--- src/rtl/sfch_pkg.sv ---
package sfch_pkg;
    // Command opcode and subcommand codes in Features
    localparam logic [7:0] OPC_MONITOR = 8'hB0;
    localparam logic [7:0] SUB_DISABLE = 8'hD9;
    localparam logic [7:0] SUB_AUTOSAVE = 8'hD2;
    localparam logic [7:0] SUB_ENABLE = 8'hD8;
    localparam logic [7:0] SUB_RD_THRESH = 8'hD1;
    // Key that must sit in the cylinder registers
    localparam logic [7:0] KEY_CYL_LO = 8'h4F;
    localparam logic [7:0] KEY_CYL_HI = 8'hC2;
    // Autosave sector count codes
    localparam logic [7:0] AS_OFF = 8'h00;
    localparam logic [7:0] AS_ON = 8'hF1;
    // Threshold block geometry
    localparam int unsigned BLK_BYTES = 512;
    localparam logic [8:0] LAST_FETCH = 9'h1FE;
    localparam logic [7:0] LAST_WORD = 8'hFF;
    // Register byte offsets
    localparam logic [5:0] OFS_FEAT = 6'h00;
    localparam logic [5:0] OFS_SECCNT = 6'h04;
    localparam logic [5:0] OFS_CYL_LO = 6'h08;
    localparam logic [5:0] OFS_CYL_HI = 6'h0C;
    localparam logic [5:0] OFS_CMD = 6'h10;
    localparam logic [5:0] OFS_STATUS = 6'h14;
    localparam logic [5:0] OFS_ERROR = 6'h18;
    localparam logic [5:0] OFS_DATA = 6'h1C;
    localparam logic [5:0] OFS_CTRL = 6'h20;
    localparam logic [5:0] OFS_STATE = 6'h24;
    // Status and error bit positions
    localparam int unsigned ST_BSY_BIT = 7;
    localparam int unsigned ST_DRDY_BIT = 6;
    localparam int unsigned ST_DRQ_BIT = 3;
    localparam int unsigned ST_ERR_BIT = 0;
    localparam int unsigned ER_ABRT_BIT = 2;
    // Control register bit positions
    localparam int unsigned CT_DRDY_BIT = 0;
    localparam int unsigned CT_ASSUP_BIT = 1;
    // Reset values
    localparam logic [1:0] CTRL_RST = 2'h3;
    localparam logic [7:0] TF_RST = 8'h00;
    // Timing: clock rate and the command response limit
    localparam longint unsigned CLK_HZ = 10000000;
    localparam longint unsigned RESP_LIMIT_S = 2;
    localparam int unsigned RESP_CYC_DOC = int'(RESP_LIMIT_S * CLK_HZ);
    localparam int unsigned AUTOSAVE_CYC_DEF = 1000;

    // Persistent monitoring state, as kept in non-volatile storage
    typedef struct packed {
        logic smart_en;
        logic autosave_en;
        logic [7:0] as_code;
    } sfch_nv_t;

    localparam sfch_nv_t NV_RST = '{smart_en: 1'b0, autosave_en: 1'b0, as_code: 8'h00};
endpackage : sfch_pkg

--- src/rtl/sfch_core.sv ---
// The implementer's own choices: the register addresses and register access over Avalon-MM.
`timescale 1ns/10ps
// Overview of operation
// - Opcode B0h, Features D9h disables, no data
// - Features D2h controls autosave, no data
// - Features D8h enables monitoring, no data
// - Features D1h reads thresholds by PIO in
// - Cylinders must hold 4Fh/C2h or abort
// - Abort shows ERR, ABRT and drive ready; DRDY here just follows the control register
// - Disable, autosave, thresholds need ready and enabled
// - Disable: BSY, switch off, clear BSY, INTRQ
// - Disabled: no monitoring, saving or feature timers
// - Disabled: abort all but enable, even disable
// - Enabled state kept in persistent storage
// - Count 00h disables autosave, F1h enables
// - Autosave state and code kept persistently
// - Autosave: BSY, apply, clear BSY, INTRQ
// - Autosave unsupported: abort on receipt
// - Autosave never sets BSY; answer within 2s
// - Power and recovery saves still allowed
// - Enable needs ready: BSY, on, clear, INTRQ
// - Repeated enable leaves attribute values alone
// - Thresholds: BSY, fetch, DRQ, INTRQ, 512 bytes
// - Last byte is two's complement checksum
module sfch_core #(
    parameter int unsigned AUTOSAVE_CYC = sfch_pkg::AUTOSAVE_CYC_DEF,
    parameter int unsigned RESP_CYC = sfch_pkg::RESP_CYC_DOC
) (
    // Clock and reset
    input wire logic clk,
    input wire logic resetn,
    // Avalon-MM register slave
    input wire logic [5:0] avs_address,
    input wire logic avs_read,
    input wire logic avs_write,
    input wire logic [31:0] avs_writedata,
    output logic [31:0] avs_readdata,
    output logic avs_waitrequest,
    // Task-file interrupt line
    output logic intrq,
    // Persistent state: loaded after reset, written on change
    input wire sfch_pkg::sfch_nv_t nv_load,
    output sfch_pkg::sfch_nv_t nv_store,
    output logic nv_wr,
    // Threshold store, data answers the address combinationally
    output logic [8:0] thr_addr,
    input wire logic [7:0] thr_data,
    // Attribute saving
    input wire logic power_event,
    output logic autosave_req
);

    // Command sequencer states
    typedef enum logic [4:0] {
        ST_IDLE = 5'b00001,
        ST_EXEC = 5'b00010,
        ST_FETCH = 5'b00100,
        ST_DONE = 5'b01000,
        ST_XFER = 5'b10000
    } sfch_state_t;

    sfch_state_t st_r; // Sequencer state
    logic [7:0] feat_r; // Features
    logic [7:0] sc_r; // Sector count
    logic [7:0] cl_r; // Cylinder low
    logic [7:0] ch_r; // Cylinder high
    logic [7:0] cmd_r; // Latched command code
    logic [1:0] ctrl_r; // Drive ready and autosave support
    logic err_r; // Status error
    logic abrt_r; // Error register abort
    logic drq_r; // Data request
    logic thr_op_r; // Current command is a threshold read
    logic loaded_r; // Persistent state taken in
    sfch_pkg::sfch_nv_t nv_r; // Live monitoring state
    logic [7:0] blk_mem [sfch_pkg::BLK_BYTES]; // Threshold block buffer
    logic [7:0] csum_r; // Running byte sum while fetching
    logic [7:0] rd_ptr_r; // Word pointer for data reads
    logic [31:0] rdata_nxt; // Read mux
    logic [31:0] as_cnt_r; // Autosave period timer
    logic bsy; // Busy status
    logic drdy; // Drive ready status
    logic wtake; // Write completes this edge
    logic rtake; // Read completes this edge
    logic cmd_go; // New command accepted
    logic key_ok; // Cylinder key matches
    logic tf_open; // Task file writable

    // Status terms
    assign bsy = (st_r == ST_EXEC) || (st_r == ST_FETCH);
    assign drdy = ctrl_r[sfch_pkg::CT_DRDY_BIT];
    assign wtake = avs_write && !avs_waitrequest;
    assign rtake = avs_read && !avs_waitrequest;
    assign tf_open = (st_r == ST_IDLE);
    assign cmd_go = wtake && (avs_address == sfch_pkg::OFS_CMD) && tf_open;
    assign key_ok = (cl_r == sfch_pkg::KEY_CYL_LO) && (ch_r == sfch_pkg::KEY_CYL_HI);

    // Bus handshake: one wait cycle, then a single cycle with waitrequest low
    always_ff @(posedge clk or negedge resetn)
    begin
        if (!resetn)
        begin
            avs_waitrequest <= 1'b1;
        end
        else if (!avs_waitrequest)
        begin
            avs_waitrequest <= 1'b1;
        end
        else if (avs_read || avs_write)
        begin
            avs_waitrequest <= 1'b0;
        end
    end

    // Read mux; unmapped addresses read as zero
    always_comb
    begin
        rdata_nxt = 32'h0000_0000;
        unique case (avs_address)
            sfch_pkg::OFS_FEAT: rdata_nxt[7:0] = feat_r;
            sfch_pkg::OFS_SECCNT: rdata_nxt[7:0] = sc_r;
            sfch_pkg::OFS_CYL_LO: rdata_nxt[7:0] = cl_r;
            sfch_pkg::OFS_CYL_HI: rdata_nxt[7:0] = ch_r;
            sfch_pkg::OFS_STATUS:
            begin
                rdata_nxt[sfch_pkg::ST_BSY_BIT] = bsy;
                rdata_nxt[sfch_pkg::ST_DRDY_BIT] = drdy;
                rdata_nxt[sfch_pkg::ST_DRQ_BIT] = drq_r;
                rdata_nxt[sfch_pkg::ST_ERR_BIT] = err_r;
            end
            sfch_pkg::OFS_ERROR: rdata_nxt[sfch_pkg::ER_ABRT_BIT] = abrt_r;
            sfch_pkg::OFS_DATA:
            begin
                // Low byte first within each 16-bit word
                if (drq_r)
                begin
                    rdata_nxt[7:0] = blk_mem[{rd_ptr_r, 1'b0}];
                    rdata_nxt[15:8] = blk_mem[{rd_ptr_r, 1'b1}];
                end
            end
            sfch_pkg::OFS_CTRL: rdata_nxt[1:0] = ctrl_r;
            sfch_pkg::OFS_STATE: rdata_nxt[9:0] = nv_r;
            default: rdata_nxt = 32'h0000_0000;
        endcase
    end

    // Read data is captured while waitrequest is still high
    always_ff @(posedge clk or negedge resetn)
    begin
        if (!resetn)
        begin
            avs_readdata <= 32'h0000_0000;
        end
        else if (avs_read && avs_waitrequest)
        begin
            avs_readdata <= rdata_nxt;
        end
    end

    // Task-file input registers, writable only in idle; the control register is writable at any time
    always_ff @(posedge clk or negedge resetn)
    begin
        if (!resetn)
        begin
            feat_r <= sfch_pkg::TF_RST;
            sc_r <= sfch_pkg::TF_RST;
            cl_r <= sfch_pkg::TF_RST;
            ch_r <= sfch_pkg::TF_RST;
            cmd_r <= sfch_pkg::TF_RST;
            ctrl_r <= sfch_pkg::CTRL_RST;
        end
        else if (wtake)
        begin
            if (tf_open)
            begin
                // Loading while busy is ignored
                unique case (avs_address)
                    sfch_pkg::OFS_FEAT: feat_r <= avs_writedata[7:0];
                    sfch_pkg::OFS_SECCNT: sc_r <= avs_writedata[7:0];
                    sfch_pkg::OFS_CYL_LO: cl_r <= avs_writedata[7:0];
                    sfch_pkg::OFS_CYL_HI: ch_r <= avs_writedata[7:0];
                    sfch_pkg::OFS_CMD: cmd_r <= avs_writedata[7:0];
                    default: ;
                endcase
            end
            if (avs_address == sfch_pkg::OFS_CTRL)
            begin
                ctrl_r <= avs_writedata[1:0];
            end
        end
    end

    // Command sequencer
    always_ff @(posedge clk or negedge resetn)
    begin
        if (!resetn)
        begin
            st_r <= ST_IDLE;
        end
        else
        begin
            unique case (st_r)
                ST_IDLE: if (cmd_go) st_r <= ST_EXEC;
                ST_EXEC:
                begin
                    if (!abrt_nxt() && cmd_r == sfch_pkg::OPC_MONITOR
                        && feat_r == sfch_pkg::SUB_RD_THRESH)
                        st_r <= ST_FETCH;
                    else
                        st_r <= ST_DONE;
                end
                ST_FETCH: if (thr_addr == sfch_pkg::LAST_FETCH) st_r <= ST_DONE;
                ST_DONE: st_r <= thr_op_r ? ST_XFER : ST_IDLE;
                ST_XFER:
                begin
                    if (rtake && avs_address == sfch_pkg::OFS_DATA && rd_ptr_r == sfch_pkg::LAST_WORD)
                        st_r <= ST_IDLE;
                end
            endcase
        end
    end

    // Decide whether the latched command must be aborted
    function automatic logic abrt_nxt();
        logic bad;
        bad = 1'b1;
        if (cmd_r == sfch_pkg::OPC_MONITOR && drdy && key_ok)
        begin
            unique case (feat_r)
                sfch_pkg::SUB_ENABLE: bad = 1'b0;
                sfch_pkg::SUB_DISABLE: bad = !nv_r.smart_en;
                sfch_pkg::SUB_AUTOSAVE:
                    bad = !nv_r.smart_en || !ctrl_r[sfch_pkg::CT_ASSUP_BIT];
                sfch_pkg::SUB_RD_THRESH: bad = !nv_r.smart_en;
                default: bad = 1'b1;
            endcase
        end
        return bad;
    endfunction : abrt_nxt

    // Error reporting: cleared on a new command, set when the command is refused
    always_ff @(posedge clk or negedge resetn)
    begin
        if (!resetn)
        begin
            err_r <= 1'b0;
            abrt_r <= 1'b0;
            thr_op_r <= 1'b0;
        end
        else if (cmd_go)
        begin
            err_r <= 1'b0;
            abrt_r <= 1'b0;
            thr_op_r <= 1'b0;
        end
        else if (st_r == ST_EXEC)
        begin
            err_r <= abrt_nxt();
            abrt_r <= abrt_nxt();
            thr_op_r <= !abrt_nxt() && feat_r == sfch_pkg::SUB_RD_THRESH;
        end
    end

    // Monitoring state: taken from storage after reset, then changed by commands
    always_ff @(posedge clk or negedge resetn)
    begin
        if (!resetn)
        begin
            nv_r <= sfch_pkg::NV_RST;
            loaded_r <= 1'b0;
            nv_wr <= 1'b0;
        end
        else if (!loaded_r)
        begin
            nv_r <= nv_load;
            loaded_r <= 1'b1;
            nv_wr <= 1'b0;
        end
        else if (st_r == ST_EXEC && !abrt_nxt())
        begin
            nv_wr <= 1'b0;
            if (feat_r == sfch_pkg::SUB_ENABLE)
            begin
                // Attribute values are untouched by a repeated enable
                nv_r.smart_en <= 1'b1;
                nv_wr <= 1'b1;
            end
            else if (feat_r == sfch_pkg::SUB_DISABLE)
            begin
                nv_r.smart_en <= 1'b0;
                nv_wr <= 1'b1;
            end
            else if (feat_r == sfch_pkg::SUB_AUTOSAVE)
            begin
                // Other nonzero codes enable and are kept as given
                nv_r.autosave_en <= (sc_r != sfch_pkg::AS_OFF);
                nv_r.as_code <= sc_r;
                nv_wr <= 1'b1;
            end
        end
        else
        begin
            nv_wr <= 1'b0;
        end
    end

    // Persistent copy follows the live state
    always_ff @(posedge clk or negedge resetn)
    begin
        if (!resetn)
        begin
            nv_store <= sfch_pkg::NV_RST;
        end
        else
        begin
            nv_store <= nv_r;
        end
    end

    // Threshold fetch into the block buffer with running checksum
    always_ff @(posedge clk or negedge resetn)
    begin
        if (!resetn)
        begin
            thr_addr <= 9'h000;
            csum_r <= 8'h00;
        end
        else if (st_r == ST_EXEC)
        begin
            thr_addr <= 9'h000;
            csum_r <= 8'h00;
        end
        else if (st_r == ST_FETCH)
        begin
            csum_r <= csum_r + thr_data;
            if (thr_addr != sfch_pkg::LAST_FETCH)
                thr_addr <= thr_addr + 9'h001;
        end
    end

    // Buffer writes; the final byte is the two's complement of the sum
    always_ff @(posedge clk)
    begin
        if (st_r == ST_FETCH)
        begin
            blk_mem[thr_addr] <= thr_data;
            if (thr_addr == sfch_pkg::LAST_FETCH)
                blk_mem[sfch_pkg::BLK_BYTES - 1] <= 8'h00 - (csum_r + thr_data);
        end
    end

    // Data request and read pointer for the 256-word transfer
    always_ff @(posedge clk or negedge resetn)
    begin
        if (!resetn)
        begin
            drq_r <= 1'b0;
            rd_ptr_r <= 8'h00;
        end
        else if (st_r == ST_FETCH && thr_addr == sfch_pkg::LAST_FETCH)
        begin
            drq_r <= 1'b1;
            rd_ptr_r <= 8'h00;
        end
        else if (drq_r && rtake && avs_address == sfch_pkg::OFS_DATA)
        begin
            rd_ptr_r <= rd_ptr_r + 8'h01;
            if (rd_ptr_r == sfch_pkg::LAST_WORD)
                drq_r <= 1'b0;
        end
    end

    // Interrupt: raised one cycle after BSY drops, cleared by status read or new command
    always_ff @(posedge clk or negedge resetn)
    begin
        if (!resetn)
        begin
            intrq <= 1'b0;
        end
        else if (st_r == ST_DONE)
        begin
            intrq <= 1'b1;
        end
        else if (cmd_go || (rtake && avs_address == sfch_pkg::OFS_STATUS))
        begin
            intrq <= 1'b0;
        end
    end

    // Autosave timer runs only while monitoring and autosave are both on;
    // it never touches BSY or ready, so commands are served unhindered
    always_ff @(posedge clk or negedge resetn)
    begin
        if (!resetn)
        begin
            as_cnt_r <= 32'h0000_0000;
            autosave_req <= 1'b0;
        end
        else if (!nv_r.smart_en)
        begin
            as_cnt_r <= 32'h0000_0000;
            autosave_req <= 1'b0;
        end
        else
        begin
            // Power and recovery events save even with autosave off
            autosave_req <= power_event;
            if (!nv_r.autosave_en)
                as_cnt_r <= 32'h0000_0000;
            else if (as_cnt_r >= AUTOSAVE_CYC - 1)
            begin
                as_cnt_r <= 32'h0000_0000;
                autosave_req <= 1'b1;
            end
            else
                as_cnt_r <= as_cnt_r + 32'h0000_0001;
        end
    end

    // Cycles since a command was accepted, for the response bound
    logic [31:0] resp_cnt_r;
    always_ff @(posedge clk or negedge resetn)
    begin
        if (!resetn)
            resp_cnt_r <= 32'h0000_0000;
        else if (cmd_go)
            resp_cnt_r <= 32'h0000_0001;
        else if (resp_cnt_r != 32'h0000_0000 && st_r != ST_DONE)
            resp_cnt_r <= resp_cnt_r + 32'h0000_0001;
        else
            resp_cnt_r <= 32'h0000_0000;
    end

    chk_cmd_bsy: assert property (@(posedge clk) disable iff (!resetn)
        cmd_go |=> bsy) else $error("busy not raised on command");
    chk_bad_key: assert property (@(posedge clk) disable iff (!resetn)
        cmd_go && !(avs_writedata[7:0] == sfch_pkg::OPC_MONITOR && key_ok)
        |-> ##2 (err_r && abrt_r && !bsy)) else $error("bad key not aborted");
    chk_disable_off: assert property (@(posedge clk) disable iff (!resetn)
        cmd_go && avs_writedata[7:0] == sfch_pkg::OPC_MONITOR && key_ok && drdy
        && feat_r == sfch_pkg::SUB_DISABLE && nv_r.smart_en
        |-> ##2 (!nv_r.smart_en && !err_r) ##1 intrq) else $error("disable failed");
    chk_enable_on: assert property (@(posedge clk) disable iff (!resetn)
        cmd_go && avs_writedata[7:0] == sfch_pkg::OPC_MONITOR && key_ok && drdy
        && feat_r == sfch_pkg::SUB_ENABLE
        |-> ##2 (nv_r.smart_en && !err_r)) else $error("enable failed");
    chk_off_abort: assert property (@(posedge clk) disable iff (!resetn)
        cmd_go && !nv_r.smart_en && feat_r != sfch_pkg::SUB_ENABLE
        |-> ##2 (err_r && abrt_r)) else $error("disabled command not aborted");
    chk_intrq_order: assert property (@(posedge clk) disable iff (!resetn)
        $rose(intrq) |-> !bsy && !$past(bsy)) else $error("interrupt before busy clear");
    chk_no_save_off: assert property (@(posedge clk) disable iff (!resetn)
        loaded_r && !nv_r.smart_en |=> !autosave_req) else $error("save while disabled");
    chk_as_clear: assert property (@(posedge clk) disable iff (!resetn)
        cmd_go && avs_writedata[7:0] == sfch_pkg::OPC_MONITOR && key_ok && drdy
        && feat_r == sfch_pkg::SUB_AUTOSAVE && sc_r == sfch_pkg::AS_OFF && nv_r.smart_en
        && ctrl_r[sfch_pkg::CT_ASSUP_BIT] |-> ##2 !nv_r.autosave_en)
        else $error("autosave not cleared");
    chk_as_unsup: assert property (@(posedge clk) disable iff (!resetn)
        cmd_go && feat_r == sfch_pkg::SUB_AUTOSAVE && !ctrl_r[sfch_pkg::CT_ASSUP_BIT]
        |-> ##2 abrt_r) else $error("unsupported autosave not aborted");
    chk_drq_rise: assert property (@(posedge clk) disable iff (!resetn)
        $rose(drq_r) |-> !bsy ##1 intrq) else $error("data phase order wrong");
    chk_checksum: assert property (@(posedge clk) disable iff (!resetn)
        st_r == ST_DONE && thr_op_r
        |-> (8'(csum_r + blk_mem[sfch_pkg::BLK_BYTES - 1]) == 8'h00))
        else $error("checksum byte wrong");
    chk_resp_bound: assert property (@(posedge clk) disable iff (!resetn)
        resp_cnt_r < RESP_CYC) else $error("command response too slow");

endmodule : sfch_core

--- config.mk ---
export PLATFORM = sky130hd
export DESIGN_NAME = sfch_core
export DESIGN_NICKNAME = d
export VERILOG_FILES = /design/src/rtl/sfch_pkg.sv /design/src/rtl/sfch_core.sv
export SDC_FILE = /design/constraint.sdc
export NUM_CORES = 2
export LEC_CHECK = 0
export BUFFER_PORTS_ARGS = -buffer_cell sky130_fd_sc_hd__clkbuf_2
export CAP_MARGIN = 20
export CORE_MARGIN = 5
export CORE_UTILIZATION = 58
export CTS_CLUSTER_SIZE = 20
export DETAILED_ROUTE_END_ITERATION = 8
export PLACE_DENSITY = 0.74
export SYNTH_ARGS = -nofsm -noshare
export SYNTH_HDL_FRONTEND = slang
export SYNTH_SLANG_ARGS = --single-unit
--- constraint.sdc ---
create_clock -name clk -period 3.3 [get_ports clk]
set_input_delay 0.495 -clock clk [delete_from_list [all_inputs] [get_ports clk]]
set_output_delay 0.495 -clock clk [all_outputs]
set_load 0.05 [all_outputs]
==> reports/qor.csv <==
stage,metric,value,unit
detailed_routing,wl_per_cell,33.37,um
sta,whs,90.09,ps
clock_tree,cts_tree,built,
power,p_per_area,572.0,mW/mm2
yosys,synth_most_common_cell,edfxtp_1,
yosys,yosys.area_share.xor_xnor,0.1582,%
critical_path,endpoint,avs_readdata[8]$_DFFE_PN0P_,
finish,stdcell_area,0.1904,mm2
clock_tree,cts_root_buf,clkbuf_16,
yosys,synth_area_leader_cell,edfxtp_1,
outcome,violations,negative setup slack,
finish,layout-drive-gt1-share,29.12,%
yosys,postSynthAreaPerCell,21.08,um2
yosys,synth-edff-count,4096,
finish,synthToLayoutAreaGrowth,14.63,%
yosys,synth_compound_area_share,2.416,%
yosys,synth_cell_types,82,
outcome,status,finished with violations,
placed_design,place_congestion,0.8975,
critical_path,critical_path.max_fanout,7,
clock_tree,cts.clk_slew.worst_paths,60,ps
die,io_pins,116,
yosys,synth_simple_gate_area_share,3.012,%
detailed_routing,drtIter0Drc,12780,
sta,period_share,105.0,%
die,die-area,0.2972,mm2
yosys,synth_top_family_by_area,multiplexers,
placed_design,place_area,0.1749,mm2
sta,worst_slack,-165.7,ps
detailed_routing,vias_per_cell,6.697,
detailed_routing,antenna_left,0,
yosys,ys_warn_count,0,
placed_design,port_buffers,75,
critical_path,critPathKind,reg -> reg,
sta,tightest_slew,1359,ps
yosys,syn_area,0.1661,mm2
placed_design,dp_hpwl,258300,um
yosys,synth_area_leaders,"edfxtp_1 (74%), mux4_2 (14%), dfrtp_1 (2.2%)",
min_path,hp-class,in -> reg,
grt,grt_pass1_wl,615600,um
finish,fillCellCount,17170,
yosys,synthesis.instances,7881,
sta,rsz0062_at_grt,yes,
sta,fmax,288.5,MHz
yosys,synth_fa_ha_area_share,0.1175,%
critical_path,worstPathArrival,4330,ps
critical_path,required,4160,ps
yosys,synthFlopType,edfxtp_1,
grt,grt_pass1_vias,86080,
die,fp.dieH,545.2,um
yosys,ys_seq_area_share,76.28,%
sta,setup_viol,11,
clock_tree,cts_num_sinks,4244,
sta,slew_violations,0,
detailed_routing,drt_first_pass_iters,6,
placed_design,place_ws,-846.2,ps
critical_path,reg2regPathDepth,13,
yosys,synthMuxAreaShare,16.22,%
grt,grt-ovfl-total,0,
yosys,yosysTopAreaCellShare,74.04,%
detailed_routing,num_vias,85510,
critical_path,timing.reg2reg.setup_slack,-170,ps
finish,nNetsFinal,8718,
grt,grt_max_degree,217,
die,start_util,58.24,%
sta,maxSlewHeadroom,9.396,%
grt,antenna_found_initial,19,
finish,final_cells,12770,
sta,period_needed,3466,ps
critical_path,reg2reg_from,rd_ptr_r[0]$_DFFE_PN0P_,
die,rows,196,
yosys,async_flop_share,3.487,%
power,power.leakage,58.98,nW
critical_path,cp-end-kind,flop,
critical_path,r2r-end,avs_readdata[8]$_DFFE_PN0P_,
clock_tree,insertion_delay,1000,ps
clock_tree,cts_buffers,414,
placed_design,placed_cells,11910,
die,core-area,0.2852,mm2
sta,finalHoldViolCount,0,
sta,skew,70.19,ps
detailed_routing,drc,0,
yosys,ys_ff_latch,4244,
critical_path,crit_path_start_kind,flop,
power,peakVddDrop,0.4988,mV
run,maxCapViolations,0,
detailed_routing,drt_wl_total,426100,um
clock_tree,clock_path_buffers,4,
grt,grt_usage,28.42,%
clock_tree,cts_max_level,5,
critical_path,crit_start,rd_ptr_r[0]$_DFFE_PN0P_,
die,fp.dieW,545.2,um
yosys,synthTopCellsByCount,"edfxtp_1 (4,096), mux4_2 (1,040), nor2_1 (628), mux2i_1 (272), clkbuf_1 (200)",
-- layout make-up --
cell class	instances	area, um2	area share [%]
diodes	15	37.54	0.01971
clock buffers	499	10820	5.684
clock inverters	266	2994	1.572
inverters	17	68.82	0.03614
multi-input cells	3174	37230	19.55
flip-flops and latches	4244	126700	66.55
well taps	3762	4707	2.472
repair buffers	791	7824	4.109
-- how the worst min path moves through the flow --
| stage | from | endpoint | slack (ps) | cells past startpoint |
|---|---|---|---|---|
| 2_1_floorplan | resetn | abrt_r$_DFFE_PN0P_ | 200 | 0 |
| 3_3_place_gp | nv_r[1]$_DFFE_PN0P_ | nv_store[1]$_DFF_PN0_ | 380 | 0 |
| 3_5_place_dp | nv_r[3]$_DFFE_PN0P_ | nv_store[3]$_DFF_PN0_ | 390 | 0 |
| 4_1_cts | thr_data[1] | blk_mem[95][1]$_DFFE_PP_ | 30 | 2 |
| 5_1_grt | thr_data[1] | blk_mem[95][1]$_DFFE_PP_ | 60 | 2 |
| 6_report | thr_data[1] | blk_mem[95][1]$_DFFE_PP_ | 90 | 2 |
-- cell usage in the layout, fill, tap and decap left out, types with 18 or more instances in the layout --
master,n
edfxtp_1,4096
mux4_2,1040
nor2_1,624
buf_4,541
clkbuf_16,421
mux2i_1,265
nand2_1,177
dfrtp_1,137
a21oi_1,110
buf_12,108
o22ai_1,80
clkinv_1,79
clkinv_2,79
clkbuf_1,75
mux2_2,68
clkbuf_2,66
o21ai_0,61
a211oi_1,60
nor2b_1,53
nor3_1,53
o221ai_1,51
bufinv_16,50
a22oi_1,39
conb_1,39
nand3_1,29
clkinvlp_4,25
nand2b_1,24
dlygate4sd3_1,23
nor4_1,19
nand4_1,18
buf_16,18
-- where the power goes --
group	leakage [nW]	internal, mW	switching [mW]	total, mW
logic	13.6	0.284	1.40	1.68
clock network	6.69	27.5	20.6	48.0
registers	38.7	59.1	0.0844	59.2
total	59.0	86.9	22.0	109
-- cell families after synthesis --
logic type / after synthesis
AO/OA/AOI/OAI: 578
XOR/XNOR: 30
adder cells (fa/ha/maj): 15
buffers and inverters: 501
flip-flops: 4244
multiplexers: 1383
other: 2
AND/OR/NAND/NOR: 1128
-- worst max-delay path, cell delays in order (launching register included) --
cell and delay, ps:
dfrtp_4 490, buf_12 180, buf_12 160, buf_16 160, buf_12 130, buf_6 110
mux4_2 430, mux4_2 530, o22a_4 270, a41oi_2 200, buf_4 160, o31a_1 290
buf_12 150, o21ai_2 40
-- sequential cells by signal, summed over array words and instances (netlist names), 5 cells and up --
signal        cells
blk_mem        4096
as_cnt_r         32
avs_readdata     16
nv_r             10
nv_store         10
thr_addr          9
ch_r              8
cl_r              8
cmd_r             8
csum_r            8
feat_r            8
rd_ptr_r          8
sc_r              8
st_r              5
-- routing by layer --
layer / track usage (%) / routed length (um)
met5: 0 / 71
met4: 11.01 / 18090
met3: 6.719 / 50180
met2: 44.70 / 206700
met1: 39.34 / 151000
-- metrics by stage --
stage | total power, mW | utilization [%] | setup TNS [ps]
after floorplan | 60.73 | - | 0
after global placement | 61.87 | 61.33 | -3903
after detailed placement | 61.98 | 61.33 | -4017
after CTS | 109.2 | 66.49 | -378.6
after global routing | 111.7 | 66.75 | -959.4
final | 108.9 | 66.76 | -742.0
-- what timing repair did --
item / 4_1_cts / 5_1_grt
setup buffers: 19 / 35
pin swaps: 8 / 15
hold buffers: 23 / 0
setup endpoints to repair: 16 / 16
endpoints found under the hold margin: 113 / 0
gates cloned: 8 / 3
resized for setup: 55 / 93
(Power assumes the default switching activity.)
